$ cat src/hw/rpi_pkg.sv
// Package for the signal-strength pulse indicator.
// Assumes a single 100 MHz clock; shared by the top and its tick divider.
`default_nettype none
package rpi_pkg;
    // Clock and timing figures
    localparam int CLK_PERIOD_NS   = 10;
    localparam int PWM_STEP_NS     = 208000;      // 0.208 ms per duty step
    localparam int PWM_STEP_CYC    = PWM_STEP_NS / CLK_PERIOD_NS;
    localparam int PIN_MS_NS       = 1000000;     // Power-up input time unit, 1 ms
    localparam int PIN_MS_CYC      = PIN_MS_NS / CLK_PERIOD_NS;
    localparam int HOLD_UNIT_MS    = 100;         // Hold setting unit, 100 ms
    localparam int HOLD_UNIT_CYC   = HOLD_UNIT_MS * (PIN_MS_NS / CLK_PERIOD_NS);

    // Duty quantisation: 40 steps per 8.32 ms period, 95 percent ceiling
    localparam logic [5:0] PWM_STEPS_PER_PERIOD = 6'h28;   // 40
    localparam logic [5:0] PWM_STEP_LAST        = 6'h27;   // 39
    localparam logic [5:0] PWM_STEPS_MAX        = 6'h26;   // 38 of 40 = 95 %
    localparam logic [5:0] PWM_STEPS_AT_0DB     = 6'h0d;   // 13 steps intercept
    localparam logic [9:0] PWM_DB_MUL           = 10'h003; // 0.6 step per dB = 3/5
    localparam logic [9:0] PWM_DB_DIV           = 10'h005;

    // Command codes
    localparam logic [7:0] CMD_PWM_HOLD     = 8'h22;
    localparam logic [7:0] CMD_SIGNAL_LEVEL = 8'h1c;

    // Hold setting
    localparam logic [7:0] HOLD_RESET     = 8'h00;
    localparam logic [7:0] HOLD_MAX       = 8'h7f;
    localparam logic [7:0] HOLD_PERMANENT = 8'hff;

    // Signal level range
    localparam logic [7:0] LEVEL_MIN   = 8'h06;
    localparam logic [7:0] LEVEL_MAX   = 8'h36;
    localparam logic [7:0] LEVEL_RESET = 8'h06;

    // Pin control sequence
    typedef enum logic [2:0] {
        RPI_PIN_SAMPLE = 3'b001,
        RPI_PIN_INPUT  = 3'b010,
        RPI_PIN_DRIVE  = 3'b100
    } rpi_pin_state_t;
endpackage
`default_nettype wire

$ cat src/hw/rpi_tick_div.sv
// Free-running divider giving a one-cycle enable pulse every DIV clocks.
// Assumes i_clk and a synchronous active-low reset.
`timescale 1ns/10ps
`default_nettype none
module rpi_tick_div #(
    parameter int DIV = 4
) (
    input  wire logic i_clk,
    input  wire logic i_rst_b,
    input  wire logic i_clear,
    output logic      o_tick
);
    import rpi_pkg::*;

    localparam int CW = (DIV > 1) ? $clog2(DIV) : 1;
    localparam logic [CW-1:0] LAST = CW'(DIV - 1);

    logic [CW-1:0] count;

    always_ff @(posedge i_clk) begin
        if (!i_rst_b || i_clear) begin
            count <= '0;
        end else if (count == LAST) begin
            count <= '0;
        end else begin
            count <= count + CW'(1);
        end
    end

    always_ff @(posedge i_clk) begin
        if (!i_rst_b || i_clear) begin
            o_tick <= 1'b0;
        end else begin
            o_tick <= (count == LAST);
        end
    end
endmodule
`default_nettype wire

$ cat src/hw/rpi_indicator.sv
// Signal-strength pulse indicator on a shared config pin, with its two commands.
// Assumes per-packet margin and level from the receive path on the same clock,
// and a command port already decoded from the host link.
`timescale 1ns/10ps
`default_nettype none

module rpi_indicator #(
    parameter int STEP_CYC = rpi_pkg::PWM_STEP_CYC,
    parameter int MS_CYC   = rpi_pkg::PIN_MS_CYC,
    parameter int HOLD_CYC = rpi_pkg::HOLD_UNIT_CYC
) (
    input  wire logic       i_clk,
    input  wire logic       i_rst_b,
    input  wire logic       i_pkt_valid,
    input  wire logic [7:0] i_pkt_margin_db,
    input  wire logic [7:0] i_pkt_level,
    input  wire logic       i_cmd_valid,
    input  wire logic       i_cmd_write,
    input  wire logic [7:0] i_cmd_code,
    input  wire logic [7:0] i_cmd_wdata,
    output logic            o_rsp_valid,
    output logic            o_rsp_error,
    output logic [7:0]      o_rsp_data,
    input  wire logic       i_cfg_pin,
    output logic            o_cfg_pin,
    output logic            o_cfg_oe,
    output logic            o_cmd_mode_entry,
    output logic            o_pwrup_done
);
    import rpi_pkg::*;

    logic [7:0]     signal_pwm_hold_time;
    logic [7:0]     last_packet_signal_level;
    logic [2:0]     pin_sync;
    logic [2:0]     sync_fill;
    rpi_pin_state_t pin_state;
    logic [7:0]     pwrup_ms;
    logic [7:0]     hold_left;
    logic           pwm_active;
    logic [5:0]     pend_steps;
    logic [5:0]     duty_steps;
    logic [5:0]     step_idx;
    logic           step_tick;
    logic           ms_tick;
    logic           hold_tick;
    logic [5:0]     next_steps;
    logic [9:0]     margin_frac;
    logic [7:0]     next_level;
    logic           hold_ok;
    logic           period_end;

    // Step, millisecond and hold-unit timebases
    rpi_tick_div #(.DIV(STEP_CYC)) u_step_div (
        .i_clk   (i_clk),
        .i_rst_b (i_rst_b),
        .i_clear (1'b0),
        .o_tick  (step_tick)
    );

    rpi_tick_div #(.DIV(MS_CYC)) u_ms_div (
        .i_clk   (i_clk),
        .i_rst_b (i_rst_b),
        .i_clear (1'b0),
        .o_tick  (ms_tick)
    );

    // Hold unit restarts on each packet so the timeout is exact
    rpi_tick_div #(.DIV(HOLD_CYC)) u_hold_div (
        .i_clk   (i_clk),
        .i_rst_b (i_rst_b),
        .i_clear (i_pkt_valid),
        .o_tick  (hold_tick)
    );

    // Margin to duty steps: 13 + 3*dB/5, zero at or below sensitivity
    always_comb begin
        margin_frac = (10'(i_pkt_margin_db) * PWM_DB_MUL) / PWM_DB_DIV;
        if (i_pkt_margin_db == 8'h00) begin
            next_steps = 6'h00;
        end else if (margin_frac >= 10'(PWM_STEPS_MAX - PWM_STEPS_AT_0DB)) begin
            next_steps = PWM_STEPS_MAX;
        end else begin
            next_steps = PWM_STEPS_AT_0DB + margin_frac[5:0];
        end
    end

    // Clamp reported level into its legal range
    always_comb begin
        if (i_pkt_level < LEVEL_MIN) begin
            next_level = LEVEL_MIN;
        end else if (i_pkt_level > LEVEL_MAX) begin
            next_level = LEVEL_MAX;
        end else begin
            next_level = i_pkt_level;
        end
    end

    assign hold_ok    = (i_cmd_wdata <= HOLD_MAX) || (i_cmd_wdata == HOLD_PERMANENT);
    assign period_end = step_tick && (step_idx == PWM_STEP_LAST);

    // Hold-time setting
    always_ff @(posedge i_clk) begin
        if (!i_rst_b) begin
            signal_pwm_hold_time <= HOLD_RESET;
        end else if (i_cmd_valid && i_cmd_write && i_cmd_code == CMD_PWM_HOLD && hold_ok) begin
            signal_pwm_hold_time <= i_cmd_wdata;
        end
    end

    // Last packet level
    always_ff @(posedge i_clk) begin
        if (!i_rst_b) begin
            last_packet_signal_level <= LEVEL_RESET;
        end else if (i_pkt_valid) begin
            last_packet_signal_level <= next_level;
        end
    end

    // Command answers, one byte each
    always_ff @(posedge i_clk) begin
        if (!i_rst_b) begin
            o_rsp_valid <= 1'b0;
            o_rsp_error <= 1'b0;
            o_rsp_data  <= 8'h00;
        end else begin
            o_rsp_valid <= i_cmd_valid;
            o_rsp_error <= 1'b0;
            o_rsp_data  <= 8'h00;
            if (i_cmd_valid) begin
                case (i_cmd_code)
                    CMD_PWM_HOLD: begin
                        o_rsp_data  <= i_cmd_write ? 8'h00 : signal_pwm_hold_time;
                        o_rsp_error <= i_cmd_write && !hold_ok;
                    end
                    CMD_SIGNAL_LEVEL: begin
                        o_rsp_data  <= i_cmd_write ? 8'h00 : last_packet_signal_level;
                        o_rsp_error <= i_cmd_write;
                    end
                    default: begin
                        o_rsp_error <= 1'b1;
                    end
                endcase
            end
        end
    end

    // Config pin synchroniser
    always_ff @(posedge i_clk) begin
        if (!i_rst_b) begin
            pin_sync  <= 3'b000;
            sync_fill <= 3'b000;
        end else begin
            pin_sync  <= {pin_sync[1:0], i_cfg_pin};
            // Marks flops that hold a real pin sample, not reset zeros
            sync_fill <= {sync_fill[1:0], 1'b1};
        end
    end

    // Milliseconds since power-up, saturating
    always_ff @(posedge i_clk) begin
        if (!i_rst_b) begin
            pwrup_ms <= 8'h00;
        end else if (ms_tick && pwrup_ms != 8'hff) begin
            pwrup_ms <= pwrup_ms + 8'h01;
        end
    end

    // Pin direction sequence
    always_ff @(posedge i_clk) begin
        if (!i_rst_b) begin
            pin_state        <= RPI_PIN_SAMPLE;
            o_cmd_mode_entry <= 1'b0;
            o_pwrup_done     <= 1'b0;
        end else begin
            case (pin_state)
                RPI_PIN_SAMPLE: begin
                    if (sync_fill[2] && (pin_sync[1] == pin_sync[2])) begin
                        o_cmd_mode_entry <= pin_sync[2];
                        o_pwrup_done     <= 1'b1;
                        pin_state        <= RPI_PIN_INPUT;
                    end
                end
                RPI_PIN_INPUT: begin
                    if (signal_pwm_hold_time != HOLD_RESET &&
                        pwrup_ms >= signal_pwm_hold_time) begin
                        pin_state <= RPI_PIN_DRIVE;
                    end
                end
                RPI_PIN_DRIVE: begin
                    if (signal_pwm_hold_time == HOLD_RESET) begin
                        pin_state <= RPI_PIN_INPUT;
                    end
                end
                default: begin
                    pin_state <= RPI_PIN_SAMPLE;
                end
            endcase
        end
    end

    // Hold countdown, restarted per packet
    always_ff @(posedge i_clk) begin
        if (!i_rst_b) begin
            hold_left  <= 8'h00;
            pwm_active <= 1'b0;
        end else if (i_pkt_valid && signal_pwm_hold_time != HOLD_RESET) begin
            hold_left  <= signal_pwm_hold_time;
            pwm_active <= 1'b1;
        end else if (signal_pwm_hold_time == HOLD_RESET) begin
            pwm_active <= 1'b0;
        end else if (hold_tick && signal_pwm_hold_time != HOLD_PERMANENT) begin
            if (hold_left <= 8'h01) begin
                hold_left  <= 8'h00;
                pwm_active <= 1'b0;
            end else begin
                hold_left <= hold_left - 8'h01;
            end
        end
    end

    // Pending duty from latest packet
    always_ff @(posedge i_clk) begin
        if (!i_rst_b) begin
            pend_steps <= 6'h00;
        end else if (i_pkt_valid) begin
            pend_steps <= next_steps;
        end
    end

    // Step position within the period
    always_ff @(posedge i_clk) begin
        if (!i_rst_b) begin
            step_idx <= 6'h00;
        end else if (period_end) begin
            step_idx <= 6'h00;
        end else if (step_tick) begin
            step_idx <= step_idx + 6'h01;
        end
    end

    // Duty applied only at period edges
    always_ff @(posedge i_clk) begin
        if (!i_rst_b) begin
            duty_steps <= 6'h00;
        end else if (period_end) begin
            duty_steps <= pwm_active ? pend_steps : 6'h00;
        end
    end

    // Pin drive
    always_ff @(posedge i_clk) begin
        if (!i_rst_b) begin
            o_cfg_pin <= 1'b0;
            o_cfg_oe  <= 1'b0;
        end else begin
            o_cfg_oe  <= (pin_state == RPI_PIN_DRIVE);
            o_cfg_pin <= (pin_state == RPI_PIN_DRIVE) && (step_idx < duty_steps);
        end
    end
endmodule
`default_nettype wire

$ cat config.mk
export PLATFORM = sky130hd
export DESIGN_NAME = rpi_indicator
export DESIGN_NICKNAME = d
export VERILOG_FILES = /design/src/hw/rpi_pkg.sv /design/src/hw/rpi_tick_div.sv /design/src/hw/rpi_indicator.sv
export SDC_FILE = /design/constraint.sdc
export NUM_CORES = 1
export LEC_CHECK = 0
export CELL_PAD_IN_SITES_DETAIL_PLACEMENT = 1
export CELL_PAD_IN_SITES_GLOBAL_PLACEMENT = 1
export CORE_AREA = 2 2 132 122
export DETAILED_ROUTE_END_ITERATION = 16
export DIE_AREA = 0 0 134 124
export DONT_BUFFER_PORTS = 1
export PLACE_DENSITY = 0.91
export SYNTH_ARGS = -nofsm -noshare
export SYNTH_HDL_FRONTEND = slang
export SYNTH_SLANG_ARGS = --single-unit
export TNS_END_PERCENT = 5
$ cat constraint.sdc
create_clock -name i_clk -period 6 [get_ports i_clk]
set_clock_uncertainty 0.2 [all_clocks]
set_input_delay 0.9 -clock i_clk [delete_from_list [all_inputs] [get_ports i_clk]]
set_output_delay 0.9 -clock i_clk [all_outputs]
set_load 0.01 [all_outputs]
==> results.md, run 1 <==
- Outcome: finished clean
- DRC Markers: 0
- Mapped Cells: 881
- Die footprint: 0.0166 mm^2
- CTS Buffer Depth: 2
- Largest net degree at the start of global routing: 35
- Initial Utilization: 48.5%
- Sinks on Clock Net: 133
- Worst path slowest cell: o32a_2
- Share of cells above drive strength 1: 9.91%
- Peak Freq: 0.177 GHz
- Worst Setup End Kind: flip-flop
- Synth area leader: dfxtp_1
- # rows: 43
- Number of synthesized flops with an enable pin: 0
- Ports: 52
- Switch Pwr: 759 uW
- Pleak: 0.00314 uW
- Clock power frac: 42.3%
- Sequential power share: 35.9%
- Synth area leaders: dfxtp_1, nor2_1, ha_1, xor2_1, nand2_1
- Ys async rst share: 0%
- Reg2reg path depth: 14
- Max-Cap Viols: 0
- Reg-to-reg endpoint: pin_state[1]
- Sequential element share of the synthesized area: 36.3%
- Max Slew Vio Count: 0
- DR pass1 iterations: 5
- Clk slew on worst S/H paths: 0.06 ns
- P per Cell Area: 305 mW/mm^2
- Initial antenna violation count: 0
- Average routed wire per standard cell: 18.8 um
- Cell mode on critical path: ha_1
- Grt ovf: 0
- Synthesized Nets: 959
- H-tree depth: 4
- Worst min-delay path category: flip-flop to flip-flop
- Total Routing Usage GR: 25.8%
- Post-synth top cells: nor2_1, dfxtp_1, nand2_1, xor2_1, nand3_1
- Worst setup path endpoint: pend_steps[3]
- Count leader, synth: nor2_1
- Reg2Reg Setup Slack: 3.28 ns
- Period utilization: 93.9%
- R2R Path Start: signal_pwm_hold_time[0]
- Crit-path cells: ha_1 > inv_1 > fa_1 > nand2b_1 > a21oi_4 > xor2_2 > nand2_1 > nand2_1 > o32a_2 > a2111oi_4 > nor2_1 > a32oi_2 > ha_1 > nand3_1 > o221ai_1 > o211ai_2 > o31ai_1 > inv_1 > ha_1 > a311oi_2 > o21bai_2 > a2111o_1 > nand3_1
- RePlAce Congestion: 0.892
- Worst setup path class: primary input to flip-flop
- Clock Tree Root: clkbuf_16
- Num CTS Buffers: 17
- Clock Latency Late Sink: 0.43 ns
- Critical Path Start: i_pkt_margin_db[0]
- Final min period: 5.64 ns
- Post-Syn Area: 0.00733 mm^2
- Sw frac: 30.0%
- Fin nets: 973
- Core Area: 0.0151 mm^2
- Layout overhead on the synthesized area: 13.2%
- YS warnings: 0
- First-pass GRT wire length: 34.5 mm
- WP data arrival: 5.80 ns
- Total routed wirelength: 20.9 mm
- Antenna cells: 0
- CTS tree: yes
- Height of the die: 124 um
- Routed Antenna Nets: 0
- Worst VDD drop: 0.000198 V
- Internal power: 1770 uW
- IO Port Bufs: 0
- CP max FO: 8
- Share of the synthesized area in the top cell type: 36.3%
- Slew margin rel.: 19.5%
- Final setup vio count: 0
- Fin. Hold Viols: 0
- Synth unique cells: 87
- CP Data Required Time: 6.16 ns
- Vias: 6712
- Worst-Margin Slew: 1.20 ns
- Hold bufs inserted after CTS: 0
- Minimum hold slack: 0.241 ns
- Yosys reg bits: 133
- Iter 0 DRT Violations: 432
- Startpoint Class: primary input
- Critical path's largest stage delay: 0.48 ns
- Vias in the first global route: 7096
- Logic pwr share: 21.8%
- Drt via density: 6.05
- Post-Syn Area per Cell: 8.32 um^2
- Die width: 134 um
- Top_reg_cell synth: dfxtp_1
- Post-layout util: 54.9%
- DP HPWL: 14.2 mm
## critical path, delay by kind of cell
| kind | cells | cell delay (ns) |
|---|---|---|
| compound gates | 10 | 2.68 |
| xor+xnor | 1 | 0.16 |
| fa+ha+maj | 4 | 1.03 |
| buf+inv | 2 | 0.20 |
| simple gates | 6 | 0.82 |
## cell type report
| type | count | area [um^2] |
|---|---|---|
| Clock buffer | 18 | 429 |
| Multi-Input combinational cell | 684 | 4470 |
| Sequential cell | 133 | 2660 |
| Clock inverter | 14 | 178 |
| Fill cell | 1826 | 6820 |
| Tap cell | 202 | 253 |
| Inverter | 37 | 139 |
| Timing Repair Buffer | 22 | 169 |
## power groups by stage
stage	clock, uW	combinational [uW]	sequential, uW
final	1070	551	908
after global routing	1120	608	910
after CTS	1080	512	908
after detailed placement	0	507	927
after global placement	0	488	927
after floorplan	0	376	925
## worst min path at each step
stage	slack (ns)	from	cells after the start	to
after detailed placement	0.23	pin_sync[0]	1	pin_sync[1]
after global placement	0.22	pin_sync[0]	1	pin_sync[1]
final	0.24	sync_fill[1]	1	sync_fill[2]
after floorplan	0.21	pin_sync[0]	1	pin_sync[1]
after global routing	0.26	sync_fill[1]	1	sync_fill[2]
after CTS	0.24	pin_sync[0]	1	pin_sync[1]
## metrics by stage
step                TNS [ns]  cell area [um^2]  cells  setup WS [ns]  total power (uW)
global placement           0              7590   1072          0.150              1410
finish                     0              8300   1110          0.363              2530
floorplan                  0              7330    881          0.412              1300
global route        -0.00769              8300   1110       -0.00769              2640
detailed placement    -0.402              7590   1072         -0.200              1430
CTS                        0              8200   1104          0.233              2500
## kinds of logic (layout without fill, tap and decap cells)
group,Yosys count,in the layout,synth area share [%]
and+or+nand+nor,379,379,24.9
AOI/OAI and AO/OA,182,182,18.2
DFF,133,133,36.3
xor gates and xnor gates,71,71,8.59
buffers and inverters,64,91,3.41
adders and majority gates,41,41,7.07
muxes,11,11,1.52
## sequential cells by signal, summed over array words and instances, names as in the netlist, 3 cells and up
signal,flops
u_hold_div.count,24
u_ms_div.count,17
u_step_div.count,15
hold_left,8
last_packet_signal_level,8
o_rsp_data,8
pwrup_ms,8
signal_pwm_hold_time,8
duty_steps,6
pend_steps,6
step_idx,6
pin_state,3
pin_sync,3
sync_fill,3
## what timing repair did
action                                  in CTS  in global routing
hold endpoints to repair                     0                  0
setup buffers                                0                  6
endpoints found under the setup margin       0                  3
gates resized for setup                      0                 13
## layer usage
layer,routed length [um],track usage (%),vias up,part of all wire (%)
met5,0,0,-,0
met4,612,12.0,0,2.9
met3,981,4.97,60,4.7
met2,10300,45.4,175,50
met1,8950,30.6,3304,43
li1,-,-,3173,-
## cell usage in the layout, fill, tap and decap left out, types with 9 or more instances in the layout
cell type and instances:
nand3_1 43, a22oi_1 11, ha_1 39, nand2_1 63
nand4_1 19, inv_1 36, nand2b_1 9, and3_1 25
xor2_1 46, nor2_1 143, clkbuf_16 17, dfxtp_1 133
and2_1 15, a21oi_1 35, o21ai_0 39, xnor2_1 22
mux2i_1 9, buf_4 21, nor3_1 21
(Power assumes the default switching activity.)
==> inputs of run 2 (changes only) <==
--- a/config.mk
+++ b/config.mk
@@ -5,11 +5,12 @@
 export SDC_FILE = /design/constraint.sdc
 export NUM_CORES = 1
 export LEC_CHECK = 0
+export ABC_AREA = 1
 export CELL_PAD_IN_SITES_DETAIL_PLACEMENT = 1
 export CELL_PAD_IN_SITES_GLOBAL_PLACEMENT = 1
-export CORE_AREA = 2 2 132 122
+export CORE_AREA = 2 2 134 123
 export DETAILED_ROUTE_END_ITERATION = 16
-export DIE_AREA = 0 0 134 124
+export DIE_AREA = 0 0 136 125
 export DONT_BUFFER_PORTS = 1
 export PLACE_DENSITY = 0.91
 export SYNTH_ARGS = -nofsm -noshare
==> run 2 against run 1 <==
  * Synthesized cell count rose by 12%
  * Combinational power increased by 92%
  * Cell area is 0.47% lower
  * Highest routed layer unchanged
==> results.md, run 2 <==
- WP data arrival: 5.79 ns
- Num CTS Buffers: 17
- # rows: 44
- Vias in the first global route: 7029
- DRC Markers: 0
- Worst path top cell family by delay: simple AND/OR/NAND/NOR gates
- Slew margin rel.: 56.5%
- Fin. Hold Viols: 0
- YS warnings: 0
- Top_reg_cell synth: dfxtp_1
- Sinks on Clock Net: 133
- Worst setup path class: primary input to flip-flop
- Worst VDD drop: 0.000213 V
- Clock Latency Late Sink: 0.43 ns
- DP HPWL: 13.2 mm
- Ports: 52
- Sequential element share of the synthesized area: 37.2%
- CP max FO: 6
- Reg2Reg Setup Slack: 2.78 ns
- Die footprint: 0.0170 mm^2
- Share of the synthesized area in the top cell type: 37.2%
- Hold_sp: pin_sync[0]
- Core Area: 0.0157 mm^2
- Initial Utilization: 45.4%
- CTS Buffer Depth: 2
- Share of cells above drive strength 1: 11.9%
- Worst Setup End Kind: flip-flop
- Synth area leaders: dfxtp_1, inv_1, nand2_1, ha_1, nor2_1
- Post-Syn Area per Cell: 7.24 um^2
- Post-synth top cells: inv_1, nand2_1, dfxtp_1, nor2_1, a21oi_1
- Commonest non-fill, non-tap cells in the layout: inv_1, nand2_1, dfxtp_1, nor2_1, a21oi_1
- P per Cell Area: 380 mW/mm^2
- Clock Tree Root: clkbuf_16
- Count leader, synth: inv_1
- RePlAce Congestion: 0.802
- Reg2reg path depth: 18
- Total routed wirelength: 20.0 mm
- Initial antenna violation count: 0
- Antenna cells: 0
- Vias: 6651
- Critical path buffers and inverters: 7
- Worst-Margin Slew: 0.648 ns
- Height of the die: 125 um
- Largest register FFs: 24
- R2R Path Start: u_hold_div.count[2]
- Layout Cell Area excl Fill: 0.00826 mm^2
- Period utilization: 94.7%
- Hold bufs inserted after CTS: 0
- Grt ovf: 0
- Largest net degree at the start of global routing: 32
- Setup tns final: 0 ns
- Commonest non-fill, non-tap cell in the layout: inv_1
- Top reg by flops: u_hold_div.count
- Final setup vio count: 0
- Yosys reg bits: 133
- Post-Syn Area: 0.00716 mm^2
- Mapped Cells: 988
- Final min period: 5.68 ns
- Fill cells: 1995
- Cell mode on critical path: nand2_4
- Routed Antenna Nets: 0
- Total Routing Usage GR: 23.5%
- Clk slew on worst S/H paths: 0.06 ns
- CP Data Required Time: 6.10 ns
- Pleak: 0.00337 uW
- DR pass1 iterations: 4
- Max-Cap Viols: 0
- Startpoint Class: primary input
- Synth unique cells: 54
- Iter 0 DRT Violations: 324
- WHS Path Cells: 2
- First-pass GRT wire length: 32.4 mm
- Synth area leader: dfxtp_1
- Layout overhead on the synthesized area: 15.4%
- Peak Freq: 0.176 GHz
- Critical path's largest stage delay: 0.33 ns
- Ys async rst share: 0%
- Number of synthesized flops with an enable pin: 0
- Worst min-delay path category: flip-flop to flip-flop
- Top flop regs: u_hold_div.count (24), u_ms_div.count (17), u_step_div.count (15)
- Outcome: finished clean
- Placed Area: 0.00742 mm^2
- IO Port Bufs: 0
- Hold path endpoint: pin_sync[1]
- H-tree depth: 4
- Synthesized Nets: 1066
- Worst path slowest cell: fa_2
- Max Slew Vio Count: 0
- Die width: 136 um
- Average routed wire per standard cell: 16.2 um
- Reg-to-reg endpoint: u_hold_div.count[23]
- Fin nets: 1087
- Drt via density: 5.41
- CTS tree: yes
[run 2: layout make-up]
cell class,count,area (um^2),area share (%)
Tap cell,207,259,3.14
Clock inverter,10,168,2.03
Timing Repair Buffer,13,97.6,1.18
Sequential cell,133,2660,32.2
Inverter,176,666,8.06
Multi-Input combinational cell,668,3920,47.5
Clock buffer,22,484,5.86
[run 2: how the worst max path moves through the flow]
stage                                to  cells after the start               start
after detailed placement  pend_steps[1]                     46  i_pkt_margin_db[0]
after CTS                 pend_steps[1]                     46  i_pkt_margin_db[0]
after global routing      pend_steps[4]                     47  i_pkt_margin_db[0]
final                     pend_steps[4]                     47  i_pkt_margin_db[0]
after global placement    pend_steps[0]                     45  i_pkt_margin_db[0]
after floorplan           pend_steps[0]                     45  i_pkt_margin_db[0]
[run 2: power breakdown]
part | switching [uW] | internal (uW)
clock | 409 | 742
sequential | 15.0 | 905
combinational | 693 | 372
[run 2: worst reg2reg max path, stage by stage, from the launching register on]
cell     delay (ns)
dfxtp_1        0.36
nand3_1        0.10
nor2_1         0.18
nand2_1        0.07
nor2_1         0.19
nand2_1        0.08
nor2_1         0.15
nand2_1        0.13
nor3b_1        0.36
nand3_1        0.18
nor3_1         0.16
inv_1          0.09
nor3_1         0.15
inv_1          0.09
nor2_1         0.14
and3_1         0.20
nand2_1        0.07
o21ai_0        0.14
a21oi_1        0.05
[run 2: timing repair]
action,in CTS,in global routing
buffers inserted,0,7
hold endpoints to repair,0,0
gates resized for setup,0,33
endpoints found under the setup margin,0,6
[run 2: layer usage]
layer	global-route usage [%]	share of wire (%)	routed length [um]
met1	27.0	42	8450
met2	42.7	53	10600
met3	4.54	2.9	571
met4	8.64	1.5	294
met5	0	0	0
[run 2: logic make-up (layout without fill, tap and decap cells)]
| group | count (synthesis) | after routing | synth area share (%) |
|---|---|---|---|
| simple gates | 451 | 451 | 30.1 |
| xor+xnor | 15 | 15 | 1.84 |
| compound gates | 160 | 160 | 13.4 |
| fa+ha+maj | 40 | 40 | 7.10 |
| mux | 2 | 2 | 0.455 |
| flops | 133 | 133 | 37.2 |
| buf+inv | 187 | 221 | 9.88 |
[run 2: through the flow]
step / hold slack (ns) / utilization (%) / setup WS, ns / power, uW / std cells
finish: 0.227 / 52.4 / 0.315 / 3140 / 1229
floorplan: 0.190 / - / 0.523 / 1680 / 988
global route: 0.245 / 52.4 / -0.101 / 3310 / 1229
global placement: 0.193 / 47.1 / 0.189 / 1810 / 1190
detailed placement: 0.213 / 47.1 / -0.159 / 1840 / 1190
CTS: 0.235 / 51.3 / 0.142 / 2990 / 1222
==> inputs of run 3 (changes only) <==
--- a/config.mk
+++ b/config.mk
@@ -6,13 +6,12 @@
 export NUM_CORES = 1
 export LEC_CHECK = 0
 export ABC_AREA = 1
-export CELL_PAD_IN_SITES_DETAIL_PLACEMENT = 1
-export CELL_PAD_IN_SITES_GLOBAL_PLACEMENT = 1
-export CORE_AREA = 2 2 134 123
+export CORE_AREA = 2 2 130 119
 export DETAILED_ROUTE_END_ITERATION = 16
-export DIE_AREA = 0 0 136 125
+export DIE_AREA = 0 0 132 121
 export DONT_BUFFER_PORTS = 1
-export PLACE_DENSITY = 0.91
+export PLACE_DENSITY = 0.76
+export REMOVE_ABC_BUFFERS = 1
 export SYNTH_ARGS = -nofsm -noshare
 export SYNTH_HDL_FRONTEND = slang
 export SYNTH_SLANG_ARGS = --single-unit
==> run 3 against run 2 <==
  * Critical path depth down 4
  * First-iteration DRC count up 7.1%
  * Fmax up 2.1%
  * Core utilization up 3.1 points
  * Clock power down 3%
  * Count of clock-buffer cells in the layout down 4
  * Register-to-register slack better by 0.03 ns
==> results.md, run 3 (synthesis results as in run 2) <==
- Outcome: finished clean
- Height of the die: 121 um
- Final non-filler cell total: 1214
- Initial Utilization: 49.2%
- Critical path buffers and inverters: 5
- Core Area: 0.0146 mm^2
- CP max FO: 6
- Critical Path Start: i_pkt_margin_db[0]
- Die width: 132 um
- Clock Latency Late Sink: 0.42 ns
- Top flop regs: u_hold_div.count (24), u_ms_div.count (17), u_step_div.count (15)
- Fill cells: 1341
- Average routed wire per standard cell: 12.2 um
- Routed Antenna Nets: 0
- CP Data Required Time: 6.13 ns
- CTS Buffer Depth: 2
- Max Slew Vio Count: 0
- Grt ovf: 0
- Period utilization: 92.8%
- Top reg by flops: u_hold_div.count
- Commonest non-fill, non-tap cell in the layout: inv_1
- Largest net degree at the start of global routing: 32
- Layout Cell Area excl Fill: 0.00809 mm^2
- RePlAce Congestion: 0.838
- P per Cell Area: 368 mW/mm^2
- Placed cells: 1178
- Worst Setup End Kind: flip-flop
- Ports: 52
- DR pass1 iterations: 6
- Slew margin rel.: 19.9%
- Reg2reg path depth: 18
- CP Depth: 43
- Die footprint: 0.0160 mm^2
- Critical path's largest stage delay: 0.35 ns
- Reg2Reg Setup Slack: 2.81 ns
- Hold bufs inserted after CTS: 0
- Worst setup path endpoint: pend_steps[0]
- Max-Cap Viols: 0
- Vias: 6253
- Worst path top cell family by delay: simple AND/OR/NAND/NOR gates
- Final min period: 5.57 ns
- Iter 0 DRT Violations: 347
- Pleak: 0.00331 uW
- Total Routing Usage GR: 19.3%
- Total routed wirelength: 14.8 mm
- DP HPWL: 10.5 mm
- Layout overhead on the synthesized area: 13.0%
- H-tree depth: 4
- Commonest non-fill, non-tap cells in the layout: inv_1, nand2_1, dfxtp_1, nor2_1, a21oi_1
- First-pass GRT wire length: 25.4 mm
- Worst setup margin: 0.432 ns
- Initial antenna violation count: 0
- Clock Tree Root: clkbuf_16
- Worst-Margin Slew: 1.19 ns
- # rows: 42
- Worst setup path class: primary input to flip-flop
- Dpl ws: 0.0430 ns
- IO Port Bufs: 0
- Sinks on Clock Net: 133
- Clk slew on worst S/H paths: 0.06 ns
- Placed Area: 0.00738 mm^2
- Reg-to-reg endpoint: u_hold_div.count[23]
- WP data arrival: 5.70 ns
- Fin. Hold Viols: 0
- Largest register FFs: 24
- Fin nets: 1081
- Share of cells above drive strength 1: 10.2%
- Num CTS Buffers: 17
- Cell mode on critical path: nand2_4
- Peak Freq: 0.180 GHz
- DRC Markers: 0
- Startpoint Class: primary input
- Worst path slowest cell: fa_1
- R2R Path Start: u_hold_div.count[2]
- Minimum hold slack: 0.224 ns
- Antenna cells: 0
- Worst min-delay path category: flip-flop to flip-flop
- CTS tree: yes
- Final setup vio count: 0
- Worst VDD drop: 0.000208 V
- Vias in the first global route: 5743
- Drt via density: 5.15
==> run 3: area by class of cell <==
| type | count | area, um^2 | area share (%) |
|---|---|---|---|
| timing repair buffer | 7 | 52.6 | 0.650 |
| clock buffer | 18 | 439 | 5.43 |
| clock inverter | 14 | 195 | 2.41 |
| inverter | 176 | 666 | 8.23 |
| tap | 198 | 248 | 3.06 |
| multi-input combinational | 668 | 3820 | 47.3 |
| sequential | 133 | 2660 | 32.9 |
==> run 3: stage by stage <==
| step | utilization [%] | setup TNS (ns) | power (uW) |
|---|---|---|---|
| 2_1_floorplan | - | 0 | 1670 |
| 3_3_place_gp | 50.7 | 0 | 1790 |
| 3_5_place_dp | 50.7 | 0 | 1810 |
| 4_1_cts | 55.1 | 0 | 2930 |
| 5_1_grt | 55.6 | -0.00557 | 3150 |
| 6_report | 55.6 | 0 | 2970 |
==> run 3: tightest hold or removal path: cells and delay by family, from the launching register on <==
kind / cells / cell delay [ns]
flops: 1 / 0.31
simple gates: 1 / 0.05
buf+inv: 1 / 0.04
==> run 3: how the worst min path moves through the flow <==
| stage | cells after the start | start | slack, ns | endpoint |
|---|---|---|---|---|
| 6_report | 2 | pin_sync[0] | 0.22 | pin_sync[1] |
| 5_1_grt | 2 | pin_sync[0] | 0.25 | pin_sync[1] |
| 4_1_cts | 2 | pin_sync[0] | 0.22 | pin_sync[1] |
| 3_5_place_dp | 2 | sync_fill[0] | 0.20 | sync_fill[1] |
| 3_3_place_gp | 2 | sync_fill[1] | 0.19 | sync_fill[2] |
| 2_1_floorplan | 2 | pin_sync[0] | 0.19 | pin_sync[1] |
==> run 3: routing by layer <==
layer	global-route usage (%)	vias to the layer above	share of wire, %
met1	24.3	2807	48
li1	-	3275	-
met2	32.4	150	47
met5	0	-	0
met3	4.34	21	4.0
met4	7.27	0	1.8
==> run 3: power breakdown <==
group | switching, uW | internal [uW]
clock | 399 | 711
sequential | 11.8 | 905
combinational | 609 | 339
total | 1020 | 1960
==> run 3: what timing repair did <==
action,4_1_cts,5_1_grt
resized for setup,0,9
buffers inserted,0,4
endpoints found under the setup margin,0,6
